<file path="src/design/atr_pkg.sv">
// Constants for the auxiliary limit and identity register bank
package atr_pkg;
  // Bus and field geometry
  localparam int ADDR_W   = 10;
  localparam int DATA_W   = 32;
  localparam int SAMPLE_W = 16;
  localparam int LIM_W    = 14;
  localparam int LIM_LSB  = 2;
  localparam int CHAN_W   = 3;
  localparam int NUM_HI   = 6;
  localparam int NUM_LO   = 5;
  localparam int STAT_W   = 11;
  localparam int STAT_UV  = 6;
  localparam int BATCH_BYTES  = 8;
  localparam int SERIAL_BYTES = 2;

  // Register indices; byte address is four times the index
  localparam logic [7:0] IDX_AUX2_HIGH = 8'h9c;
  localparam logic [7:0] IDX_AUX3_LOW  = 8'h9e;
  localparam logic [7:0] IDX_AUX3_HIGH = 8'ha0;
  localparam logic [7:0] IDX_AUX4_LOW  = 8'ha2;
  localparam logic [7:0] IDX_AUX4_HIGH = 8'ha4;
  localparam logic [7:0] IDX_AUX5_LOW  = 8'ha6;
  localparam logic [7:0] IDX_AUX5_HIGH = 8'ha8;
  localparam logic [7:0] IDX_AUX6_LOW  = 8'haa;
  localparam logic [7:0] IDX_AUX6_HIGH = 8'hac;
  localparam logic [7:0] IDX_AUX7_LOW  = 8'hae;
  localparam logic [7:0] IDX_AUX7_HIGH = 8'hb0;
  localparam logic [7:0] IDX_STATUS    = 8'hb2;
  localparam logic [7:0] IDX_MASK      = 8'hb4;
  localparam logic [7:0] IDX_BATCH     = 8'hbe;
  localparam logic [7:0] IDX_SERIAL    = 8'hc6;

  localparam logic [7:0] IDX_HIGH [NUM_HI] = '{IDX_AUX2_HIGH,
    IDX_AUX3_HIGH, IDX_AUX4_HIGH, IDX_AUX5_HIGH, IDX_AUX6_HIGH,
    IDX_AUX7_HIGH};
  localparam logic [7:0] IDX_LOW [NUM_LO] = '{IDX_AUX3_LOW,
    IDX_AUX4_LOW, IDX_AUX5_LOW, IDX_AUX6_LOW, IDX_AUX7_LOW};

  // First channel numbers of the limit sets
  localparam logic [2:0] FIRST_HI_CH = 3'h2;
  localparam logic [2:0] FIRST_LO_CH = 3'h3;

  // Reset values
  localparam logic [LIM_W-1:0]  HI_RESET   = 14'h3fff;
  localparam logic [LIM_W-1:0]  LO_RESET   = 14'h0000;
  localparam logic [1:0]        RESERVED_LOW_BITS_BITS  = 2'h0;
  localparam logic [STAT_W-1:0] MASK_RESET = 11'h000;
endpackage : atr_pkg

</file>
<file path="src/design/atr_limit_cmp.sv">
// One auxiliary channel: limit compare and fault flags
`timescale 1ns/10ps
module atr_limit_cmp #(
  parameter bit HAS_LOW = 1'b1
) (
  input  wire logic                        clk_in,
  input  wire logic                        rst_n_in,
  input  wire logic                        hit_in,
  input  wire logic [atr_pkg::SAMPLE_W-1:0] sample_in,
  input  wire logic [atr_pkg::LIM_W-1:0]    high_field_in,
  input  wire logic [atr_pkg::LIM_W-1:0]    low_field_in,
  output logic                             ov_event_out,
  output logic                             uv_event_out,
  output logic                             ov_flag_out,
  output logic                             uv_flag_out
);
  logic [atr_pkg::SAMPLE_W-1:0] high_thr;
  logic [atr_pkg::SAMPLE_W-1:0] low_thr;

  // Field is the top of a 16-bit threshold with zero low bits
  assign high_thr = {high_field_in, atr_pkg::RESERVED_LOW_BITS_BITS};
  assign low_thr  = {low_field_in, atr_pkg::RESERVED_LOW_BITS_BITS};

  assign ov_event_out = hit_in && (sample_in > high_thr);
  assign uv_event_out = HAS_LOW && hit_in
                        && (sample_in < low_thr);

  // Flags follow the latest sample of this channel
  always_ff @(posedge clk_in or negedge rst_n_in) begin
    if (!rst_n_in) begin
      ov_flag_out <= 1'b0;
      uv_flag_out <= 1'b0;
    end else if (hit_in) begin
      ov_flag_out <= ov_event_out;
      uv_flag_out <= uv_event_out;
    end
  end
endmodule : atr_limit_cmp

</file>
<file path="src/design/atr_sticky_status.sv">
// Sticky event status with read clear, mask and interrupt
`timescale 1ns/10ps
module atr_sticky_status #(
  parameter int W = 11
) (
  input  wire logic         clk_in,
  input  wire logic         rst_n_in,
  input  wire logic [W-1:0] set_in,
  input  wire logic         read_clear_in,
  input  wire logic [W-1:0] mask_in,
  output logic      [W-1:0] status_out,
  output logic              irq_out
);
  logic [W-1:0] status_next;

  // A new event in the clearing cycle survives the clear
  assign status_next = (read_clear_in ? '0 : status_out) | set_in;

  always_ff @(posedge clk_in or negedge rst_n_in) begin
    if (!rst_n_in) begin
      status_out <= '0;
    end else begin
      status_out <= status_next;
    end
  end

  always_ff @(posedge clk_in or negedge rst_n_in) begin
    if (!rst_n_in) begin
      irq_out <= 1'b0;
    end else begin
      irq_out <= |(status_next & mask_in);
    end
  end
endmodule : atr_sticky_status

</file>
<file path="src/design/atr_aux_limit_regs.sv">
// Auxiliary limit registers, identity registers and fault flags
// What this block does
// - Hold high limit for aux two to seven
// - Hold low limit for aux three to seven
// - Limits span zero to five volts linearly
// - Low two bits read zero, written zero
// - Expose 64-bit batch identity over eight bytes
// - Expose 16-bit unit serial after batch identity
// - Threshold is field with two zero bits
`timescale 1ns/10ps
module atr_aux_limit_regs #(
  // Arbitrary identity values, replaced per part at integration
  parameter logic [63:0] BATCH_ID  = 64'h0011_2233_4455_6677,
  parameter logic [15:0] SERIAL_ID = 16'h0a5a
) (
  // Clock and reset
  input  wire logic                          REF_CLK_IN,
  input  wire logic                          RST_N_IN,
  // Avalon-MM slave
  input  wire logic [atr_pkg::ADDR_W-1:0]    AVS_ADDRESS_IN,
  input  wire logic                          AVS_READ_IN,
  input  wire logic                          AVS_WRITE_IN,
  input  wire logic [atr_pkg::DATA_W-1:0]    AVS_WRITEDATA_IN,
  input  wire logic [3:0]                    AVS_BYTEENABLE_IN,
  output logic      [atr_pkg::DATA_W-1:0]    AVS_READDATA_OUT,
  output logic                               AVS_WAITREQUEST_OUT,
  // Auxiliary samples
  input  wire logic [atr_pkg::SAMPLE_W-1:0]  AUX_SAMPLE_IN,
  input  wire logic [atr_pkg::CHAN_W-1:0]    AUX_CHANNEL_IN,
  input  wire logic                          AUX_SAMPLE_VALID_IN,
  // Fault flags and interrupt
  output logic      [atr_pkg::NUM_HI-1:0]    AUX_OV_FLAG_OUT,
  output logic      [atr_pkg::NUM_LO-1:0]    AUX_UV_FLAG_OUT,
  output logic                               IRQ_OUT
);
  localparam int LW = atr_pkg::LIM_W;
  localparam int SW = atr_pkg::STAT_W;

  logic [LW-1:0]  high_lim_reg [atr_pkg::NUM_HI];
  logic [LW-1:0]  low_lim_reg  [atr_pkg::NUM_LO];
  logic [SW-1:0]  mask_reg;
  logic [SW-1:0]  status;
  logic [7:0]     index;
  logic           request;
  logic           accept;
  logic           write_ok;
  logic           read_cap;
  logic [atr_pkg::DATA_W-1:0] rdata_next;
  logic           stat_read;
  logic [atr_pkg::NUM_HI-1:0] ov_event;
  logic [atr_pkg::NUM_HI-1:0] uv_event;
  logic [atr_pkg::NUM_HI-1:0] ov_flag;
  logic [atr_pkg::NUM_HI-1:0] uv_flag;
  logic [SW-1:0]  stat_set;
  logic           irq;
  logic [7:0]     batch_bytes [atr_pkg::BATCH_BYTES];
  logic [7:0]     serial_bytes [atr_pkg::SERIAL_BYTES];

  // Bus handshake: wait drops for one cycle, one edge after request
  assign index    = AVS_ADDRESS_IN[atr_pkg::ADDR_W-1:2];
  assign request  = AVS_READ_IN || AVS_WRITE_IN;
  assign accept   = request && !AVS_WAITREQUEST_OUT;
  assign write_ok = accept && AVS_WRITE_IN;
  // Read data is captured on the first edge of a read, while wait is high
  assign read_cap = AVS_READ_IN && AVS_WAITREQUEST_OUT;

  always_ff @(posedge REF_CLK_IN or negedge RST_N_IN) begin
    if (!RST_N_IN) begin
      AVS_WAITREQUEST_OUT <= 1'b1;
    end else begin
      AVS_WAITREQUEST_OUT <= !(request && AVS_WAITREQUEST_OUT);
    end
  end

  // Merge enabled byte lanes into a 14-bit field; low lanes bits 1:0 drop
  function automatic logic [LW-1:0] merge_field(
    input logic [LW-1:0] cur,
    input logic [atr_pkg::DATA_W-1:0] wd,
    input logic [3:0] be
  );
    logic [15:0] full;
    full = {cur, atr_pkg::RESERVED_LOW_BITS_BITS};
    if (be[0]) begin
      full[7:0] = wd[7:0];
    end
    if (be[1]) begin
      full[15:8] = wd[15:8];
    end
    merge_field = full[15:atr_pkg::LIM_LSB];
  endfunction : merge_field

  // High limit registers
  always_ff @(posedge REF_CLK_IN or negedge RST_N_IN) begin
    if (!RST_N_IN) begin
      for (int i = 0; i < atr_pkg::NUM_HI; i++) begin
        high_lim_reg[i] <= atr_pkg::HI_RESET;
      end
    end else if (write_ok) begin
      for (int i = 0; i < atr_pkg::NUM_HI; i++) begin
        if (index == atr_pkg::IDX_HIGH[i]) begin
          high_lim_reg[i] <= merge_field(high_lim_reg[i],
            AVS_WRITEDATA_IN, AVS_BYTEENABLE_IN);
        end
      end
    end
  end

  // Low limit registers
  always_ff @(posedge REF_CLK_IN or negedge RST_N_IN) begin
    if (!RST_N_IN) begin
      for (int i = 0; i < atr_pkg::NUM_LO; i++) begin
        low_lim_reg[i] <= atr_pkg::LO_RESET;
      end
    end else if (write_ok) begin
      for (int i = 0; i < atr_pkg::NUM_LO; i++) begin
        if (index == atr_pkg::IDX_LOW[i]) begin
          low_lim_reg[i] <= merge_field(low_lim_reg[i],
            AVS_WRITEDATA_IN, AVS_BYTEENABLE_IN);
        end
      end
    end
  end

  // Interrupt mask
  always_ff @(posedge REF_CLK_IN or negedge RST_N_IN) begin
    if (!RST_N_IN) begin
      mask_reg <= atr_pkg::MASK_RESET;
    end else if (write_ok && index == atr_pkg::IDX_MASK) begin
      mask_reg <= AVS_WRITEDATA_IN[SW-1:0];
    end
  end

  // Identity bytes, most significant byte at the lowest address
  always_comb begin
    for (int b = 0; b < atr_pkg::BATCH_BYTES; b++) begin
      batch_bytes[b] = BATCH_ID[63-8*b -: 8];
    end
    for (int b = 0; b < atr_pkg::SERIAL_BYTES; b++) begin
      serial_bytes[b] = SERIAL_ID[15-8*b -: 8];
    end
  end

  // Read decode; unmapped indices read as zero
  always_comb begin
    rdata_next = '0;
    if (index == atr_pkg::IDX_STATUS) begin
      rdata_next[SW-1:0] = status;
    end else if (index == atr_pkg::IDX_MASK) begin
      rdata_next[SW-1:0] = mask_reg;
    end else if (index >= atr_pkg::IDX_BATCH
                 && index < atr_pkg::IDX_SERIAL) begin
      rdata_next[7:0] =
        batch_bytes[3'(index - atr_pkg::IDX_BATCH)];
    end else if (index >= atr_pkg::IDX_SERIAL
                 && index < atr_pkg::IDX_SERIAL
                            + 8'(atr_pkg::SERIAL_BYTES)) begin
      rdata_next[7:0] =
        serial_bytes[1'(index - atr_pkg::IDX_SERIAL)];
    end else begin
      for (int i = 0; i < atr_pkg::NUM_HI; i++) begin
        if (index == atr_pkg::IDX_HIGH[i]) begin
          rdata_next[15:0] = {high_lim_reg[i], atr_pkg::RESERVED_LOW_BITS_BITS};
        end
      end
      for (int i = 0; i < atr_pkg::NUM_LO; i++) begin
        if (index == atr_pkg::IDX_LOW[i]) begin
          rdata_next[15:0] = {low_lim_reg[i], atr_pkg::RESERVED_LOW_BITS_BITS};
        end
      end
    end
  end

  // Data is captured while wait is high so it stands at the accept edge
  always_ff @(posedge REF_CLK_IN or negedge RST_N_IN) begin
    if (!RST_N_IN) begin
      AVS_READDATA_OUT <= '0;
    end else if (read_cap) begin
      AVS_READDATA_OUT <= rdata_next;
    end
  end

  // Per-channel comparators; aux2 has no low limit
  for (genvar c = 0; c < atr_pkg::NUM_HI; c++) begin : g_chan
    logic hit;
    assign hit = AUX_SAMPLE_VALID_IN
      && AUX_CHANNEL_IN == atr_pkg::FIRST_HI_CH + 3'(c);
    atr_limit_cmp #(
      .HAS_LOW (c != 0)
    ) u_cmp (
      .clk_in        (REF_CLK_IN),
      .rst_n_in      (RST_N_IN),
      .hit_in        (hit),
      .sample_in     (AUX_SAMPLE_IN),
      .high_field_in (high_lim_reg[c]),
      .low_field_in  ((c == 0) ? atr_pkg::LO_RESET
                                : low_lim_reg[(c == 0) ? 0 : c - 1]),
      .ov_event_out  (ov_event[c]),
      .uv_event_out  (uv_event[c]),
      .ov_flag_out   (ov_flag[c]),
      .uv_flag_out   (uv_flag[c])
    );
  end

  // Status layout: bits 5:0 over, aux2..7; bits 10:6 under, aux3..7
  assign stat_set  = {uv_event[atr_pkg::NUM_HI-1:1], ov_event};
  // Clear on the capture edge: an event landing between capture and
  // accept would otherwise be wiped without ever being reported
  assign stat_read = read_cap && index == atr_pkg::IDX_STATUS;

  atr_sticky_status #(
    .W (SW)
  ) u_status (
    .clk_in        (REF_CLK_IN),
    .rst_n_in      (RST_N_IN),
    .set_in        (stat_set),
    .read_clear_in (stat_read),
    .mask_in       (mask_reg),
    .status_out    (status),
    .irq_out       (irq)
  );

  assign IRQ_OUT         = irq;
  assign AUX_OV_FLAG_OUT = ov_flag;
  assign AUX_UV_FLAG_OUT = uv_flag[atr_pkg::NUM_HI-1:1];
endmodule : atr_aux_limit_regs

</file>
<file path="config.mk">
export PLATFORM = sky130hd
export DESIGN_NAME = atr_aux_limit_regs
export DESIGN_NICKNAME = d
export VERILOG_FILES = /design/src/design/atr_pkg.sv /design/src/design/atr_limit_cmp.sv /design/src/design/atr_sticky_status.sv /design/src/design/atr_aux_limit_regs.sv
export SDC_FILE = /design/constraint.sdc
export NUM_CORES = 1
export LEC_CHECK = 0
export BUFFER_PORTS_ARGS = -buffer_cell sky130_fd_sc_hd__buf_2
export CAP_MARGIN = 20
export CORE_ASPECT_RATIO = 0.6
export CORE_UTILIZATION = 55
export DETAILED_ROUTE_END_ITERATION = 12
export PLACE_DENSITY = 0.74
export SLEW_MARGIN = 20
export SYNTH_ARGS = -nofsm -noshare
export SYNTH_HDL_FRONTEND = slang
export SYNTH_SLANG_ARGS = --single-unit
</file>
<file path="constraint.sdc">
create_clock -name REF_CLK_IN -period 6.6 [get_ports REF_CLK_IN]
set_input_delay 0.33 -clock REF_CLK_IN [delete_from_list [all_inputs] [get_ports REF_CLK_IN]]
set_output_delay 0.33 -clock REF_CLK_IN [all_outputs]
set_load 0.1 [all_outputs]
</file>
After elaboration in Yosys (flattened, before gate mapping)
Memory sizes are Yosys's and may differ from the RTL's.
Cells that the tools add are included.

operators by class
  bitwise logic cells = 4
  reduce and logical (&&, ||, !) cells = 51
  add/subtract/negate cells = 2
  mux-type cells = 25
  equality and inequality tests = 19
  order comparisons = 17

operators with widths
  cell                 count
  $mux 16              11
  $eq 8x8->1 const B   13
  $gt 16x16->1         6
  $lt 16x16->1         5
  $reduce_and 3->1     22
  $mux 8               8
  $mux 11              3
  $logic_and 1x1->1    25
  $ge 8x8->1 const B   2
  $lt 8x8->1 const B   2
  $eq 3x3->1 const B   4
  $and 11x11->11       1
  $or 11x11->11        1
  $reduce_or 11->1     1
  $mux 5               2
  $mux 7               1
  $eq 3x2->1 const B   2
  $ge 4x4->1 const B   1
  $not 3->4            1
  $sub 3x3->3 const B  1
  $ge 2x2->1 const B   1
  $logic_not 1->1      2
  $not 1->2            1
  $logic_or 1x1->1     1
  $sub 1x1->1 const B  1

word-level totals
  flip-flop bits (word level) = 205
  word-level logic and storage cells = 157
  output and inout port bits = 45
  memories = 1
  memory bits (read-only) = 64
  input port bits = 70

memory list
  memory            words  width  rd ports  clocked after Yosys merged registers in  wr ports  line                       source
  (name not given)  8      8      1         0                                        0         atr_aux_limit_regs.sv:153  batch_bytes[3'(index - atr_pkg::IDX_BATCH)];

Logic depth before layout (Yosys ltp)
  depth in word-level cells = 16
  gate-level depth with buffers = 10
  depth with buffers taken out = 9

By module
Synthesis repeated with hierarchy kept, for this count alone.

unflattened totals
  cells, all modules = 1378
  area, all modules = 14046.0 sq um

modules (own cells, without submodules)
  module                                cells each  area each (sq um)  instances
  atr_aux_limit_regs                    762         9153.8             1
  atr_limit_cmp at g_chan[1].u_cmp ...  102         787.0              5
  atr_sticky_status                     46          519.2              1
  atr_limit_cmp at g_chan[0].u_cmp      60          437.9              1

Least setup slack after synthesis
OpenSTA, ideal clock, no wires.

  path type = reg-to-reg
  from = reg high_lim_reg[46] (netlist bit)
  to = reg u_status.irq_out
  arrival time = 2.127 ns
  setup slack = 4.336 ns
  period minus slack after synthesis = 2.264 ns
  path buffers = 0
  library setup time = 0.137 ns
  cell stages (with the launch flop) = 9
  data required time = 6.463 ns
  path through = dfstp_2 -> inv_1 -> ha_1 -> a2111o_1 -> o211a_1 -> o21ai_0 -> o22ai_1 -> nor4b_1 -> nand3_1

between the ends
  word-level cells in the longest chain between the ends = 5

RTL lines
  item                               line                       source
  from (decl)                        atr_aux_limit_regs.sv:39   logic [LW-1:0] high_lim_reg [atr_pkg::NUM_HI];
  from (signal, indexed assignment)  atr_aux_limit_regs.sv:96   high_lim_reg[i] <= atr_pkg::HI_RESET;
  from (signal, indexed assignment)  atr_aux_limit_regs.sv:101  high_lim_reg[i] <= merge_field(high_lim_reg[i],
  $gt 16x16->1                       atr_limit_cmp.sv:24        assign ov_event_out = hit_in && (sample_in > high_thr);
  $logic_and 1x1->1                  atr_limit_cmp.sv:24
  $or 11x11->11                      atr_sticky_status.sv:17    assign status_next = (read_clear_in ? '0 : status_out) | set_in;
  $and 11x11->11                     atr_sticky_status.sv:31    irq_out <= |(status_next & mask_in);
  $reduce_or 11->1                   atr_sticky_status.sv:31
  to (signal assigned)               atr_sticky_status.sv:31
  to (decl)                          atr_sticky_status.sv:12    output logic irq_out

Every way passes these cells.
A chain may end at the register's enable or synchronous reset.

Worst setup path in the final report
Same ends and word-level chain as after synthesis.

==> parameters.txt <==
Parameter                              Value

Power and ir drop
  Internal power consumption    2110 uW
  Switching portion of total power    0.316
  Seq pwr share    0.437
  Leakage power summed over all cells    0.00641 uW
  Logic gate share of total power    0.175
  Switching power summed over all nets    973 uW
  Fraction of power consumed by the clock network    0.388
  Worst vdd rail ir drop    0.190 mV
  PD cells    210 nW/um^2

Global routing
  Vias in the first global route    10,626
  Antenna violations before repair    3
  Largest net degree at the start of global routing    95
  Total GRT Usage    0.333
  Wire length of the first global-routing pass    62,300 um
  Total overflow reported by the global router    0

Floorplanning
  Starting density of the core    0.571
  Width of the die    204 um
  Floorplan die area    25,100 sq um
  Number of placement rows    43
  Die Height    123 um
  Num ports    115
  Core Area    23,600 sq um

Route
  Vias post-DR    10,948
  Initial DRC count    1,449
  First-pass detailed-route iteration total    8
  Post-Route WL    41,000 um
  Vias per cell    6.49
  Number of remaining DRC errors    0
  Wire per inst    24.3 um
  Post-detailed-route count of antenna-violating nets    0

Clock tree
  Total clock sinks    205
  Maximum buffer depth of the clock tree    3
  Clk slew on worst S/H paths    0.06 ns
  Clock tree root driver cell    clkbuf_16
  Clock latency of the later-clocked register in the worst-skew pair    0.53 ns
  TritonCTS Buffers    21
  Post-CTS sizing    0
  Htree depth    1
  Clock tree from TritonCTS    yes

Layout
  Largest register FFs    84
  Register cell area after layout    5240 sq um
  Post-layout nets    1,577
  Syn-to-layout area delta    8.80%
  Area of the multi-input gates    7340 sq um
  Count of filler cells inserted in the layout    1,945
  Number of standard cells in the layout, taps in and fillers out    1,687
  Layout cell share with drive strength beyond 1    0.283

Worst setup path
  Endpoint of the worst-slack reg-to-reg timing path    u_status.irq_out
  Crit Path Category    register to register
  Delay-heaviest family, CP    compound AO/OA/AOI/OAI gates
  Reg-to-reg slack, setup    3.50 ns
  Worst setup endpoint    u_status.irq_out
  Crit path buf inv count    1
  Data arrival, critical path    3.47 ns
  Cells on worst reg2reg path    8
  Critical register-to-register path startpoint    high_lim_reg[46]
  Ordered cell list for the critical path    inv_1 -> ha_1 -> a2111o_1 -> o211a_1 -> o21ai_1 -> o22ai_1 -> nor4b_1 -> nand3_1
  Library cell contributing the largest single delay on the critical path    o21ai_1
  Count of cell instances traversed by the critical path    8
  Sort of element at the end of the critical path    register
  Start point of the critical path    high_lim_reg[46]
  Critical path data required time    6.96 ns
  Stage delay of the slowest cell on the critical path    0.64 ns
  Max FO, Critical Path    3
  Critical path launch point type    register

STA
  Slew at the pin closest to its max-slew limit    1.04 ns
  RSZ-0062 raised after global routing    no
  Number of max-slew violations in the final report    0
  Final clock period utilization by the worst path    0.470
  Tmin final    3.10 ns
  Clk_skew    0.0168 ns
  Tightest hold margin    0.0171 ns
  Count of endpoints failing hold in the final timing report    0
  Max-Slew Margin vs Limit    0.305
  Setup total negative slack    0 ns
  Number of setup violations in the final report    0
  Max Clk Rate    0.322 GHz

Place
  Number of placed cells counting well taps    1,647
  HPWL after detailed placement    30,900 um
  Buffers on Ports    78
  Last weighted congestion value of the routability-driven placer    0.954

Hold path
  Min-Delay Path Class    input pin to register

Synthesis
  Ys async rst share    1.00
  Area fraction of the dominant cell type after synthesis    0.223
  Number of enable-type register cells in the synthesized netlist    0
  Area leader, netlist    dfrtp_1
  Post-Synthesis Mean Instance Area    10.3 sq um
  Warnings from Yosys    0
  Most used flip-flop cell after synthesis    dfrtp_1
  Area of the mapped netlist    13,500 sq um
  Synth top area cells    dfrtp_1 22%, dfstp_2 17%, ha_1 14%
  #FFs+latches synth    205
  Unique masters post-synth    75
  Post-synthesis cell count    1,301
  Sequential element share of the synthesized area    0.389

Status
  Outcome    finished clean

Run
  Max_cap viols    0
## synthesized netlist by cell type (5+ instances only)
master     number
buf_4          27
inv_1         150
and3_1          9
a22oi_1        13
a221oi_1       15
a21oi_1        42
nor2b_1        18
nand4_1        26
buf_2          12
a222oi_1       19
and2_1          6
o211ai_1        6
o31ai_1         5
a21o_1         27
dfrtp_1       120
mux2i_1        11
nor2_1         46
nand2_1        85
o22ai_1        19
dfstp_2        85
nor3_1         17
o2bb2ai_1       6
nand3_1        22
o31ai_2         5
clkbuf_1       25
nand2b_1       10
o21a_1         11
ha_1          150
mux2_2        165
nor4_1          6
a211oi_1       18
o21ai_0        44
a2111oi_0       6
## power by group through the flow
stage / Combinational [uW] / Sequential, uW / Clock (uW)
after floorplan: 361 / 1390 / 0
after global placement: 511 / 1360 / 0
after detailed placement: 526 / 1370 / 0
after CTS: 530 / 1350 / 1200
after global routing: 575 / 1350 / 1250
final: 539 / 1350 / 1190
## how the worst min path moves through the flow
stage                                to  cells past startpoint   startpoint
finish              AVS_WAITREQUEST_OUT                      2  AVS_READ_IN
global route        AVS_WAITREQUEST_OUT                      2  AVS_READ_IN
CTS                 AVS_WAITREQUEST_OUT                      2  AVS_READ_IN
detailed placement  AVS_READDATA_OUT[3]                      1     RST_N_IN
global placement    AVS_READDATA_OUT[3]                      1     RST_N_IN
floorplan           AVS_READDATA_OUT[0]                      0     RST_N_IN
## logic make-up (layout without fill, tap and decap cells)
| group | Yosys count | after routing | synth area share |
|---|---|---|---|
| compound gates | 275 | 275 | 0.146 |
| flops | 205 | 205 | 0.389 |
| buf+inv | 217 | 272 | 0.0703 |
| mux | 177 | 177 | 0.148 |
| simple gates | 276 | 276 | 0.107 |
| other cells | 1 | 17 | 0.000279 |
| fa+ha+maj | 150 | 150 | 0.139 |
## routing by layer
metal | vias up | wire [um] | track usage
met5 | - | 13 | 0
met4 | 2 | 851 | 0.0718
met3 | 95 | 5670 | 0.109
met2 | 639 | 16400 | 0.472
met1 | 5362 | 18100 | 0.491
li1 | 4850 | - | -
## timing repair
action | 4_1_cts | 5_1_grt
endpoints found under the hold margin | 64 | 0
setup buffers | 0 | 0
hold buffers | 2 | 0
## cell type report
cell class,instances,area share
clock inverters,7,0.00436
flip-flops and latches,205,0.358
clock buffers,30,0.0402
inverters,150,0.0384
multi-input cells,894,0.501
diodes,1,0.000171
well taps,315,0.0269
repair buffers,85,0.0312
## cell usage in the layout (no fill, tap or decap), types with 9 or more instances in the layout
| cell type | n |
|---|---|
| a222oi_1 | 19 |
| dfrtp_1 | 120 |
| mux2i_1 | 11 |
| a21o_1 | 27 |
| nand2b_1 | 10 |
| nand3_1 | 22 |
| and3_1 | 9 |
| nor3_1 | 16 |
| nor2b_1 | 18 |
| ha_1 | 150 |
| nor2_1 | 46 |
| inv_1 | 150 |
| o21ai_0 | 43 |
| a211oi_1 | 18 |
| a21oi_1 | 42 |
| dfstp_2 | 85 |
| o22ai_1 | 19 |
| mux2_2 | 165 |
| clkbuf_16 | 21 |
| buf_2 | 77 |
| conb_1 | 16 |
| nand4_1 | 26 |
| a22oi_1 | 13 |
| nand2_1 | 85 |
| a221oi_1 | 15 |
| o21a_1 | 11 |
## through the flow
step	area, sq um	power [uW]	setup WS, ns	utilization
after detailed placement	14000	1890	3.29	0.593
after CTS	14600	3080	3.37	0.621
after global routing	14600	3170	3.50	0.621
after floorplan	13500	1750	4.34	-
final	14600	3080	3.50	0.621
after global placement	14000	1880	3.37	0.593
(Power assumes the default switching activity.)
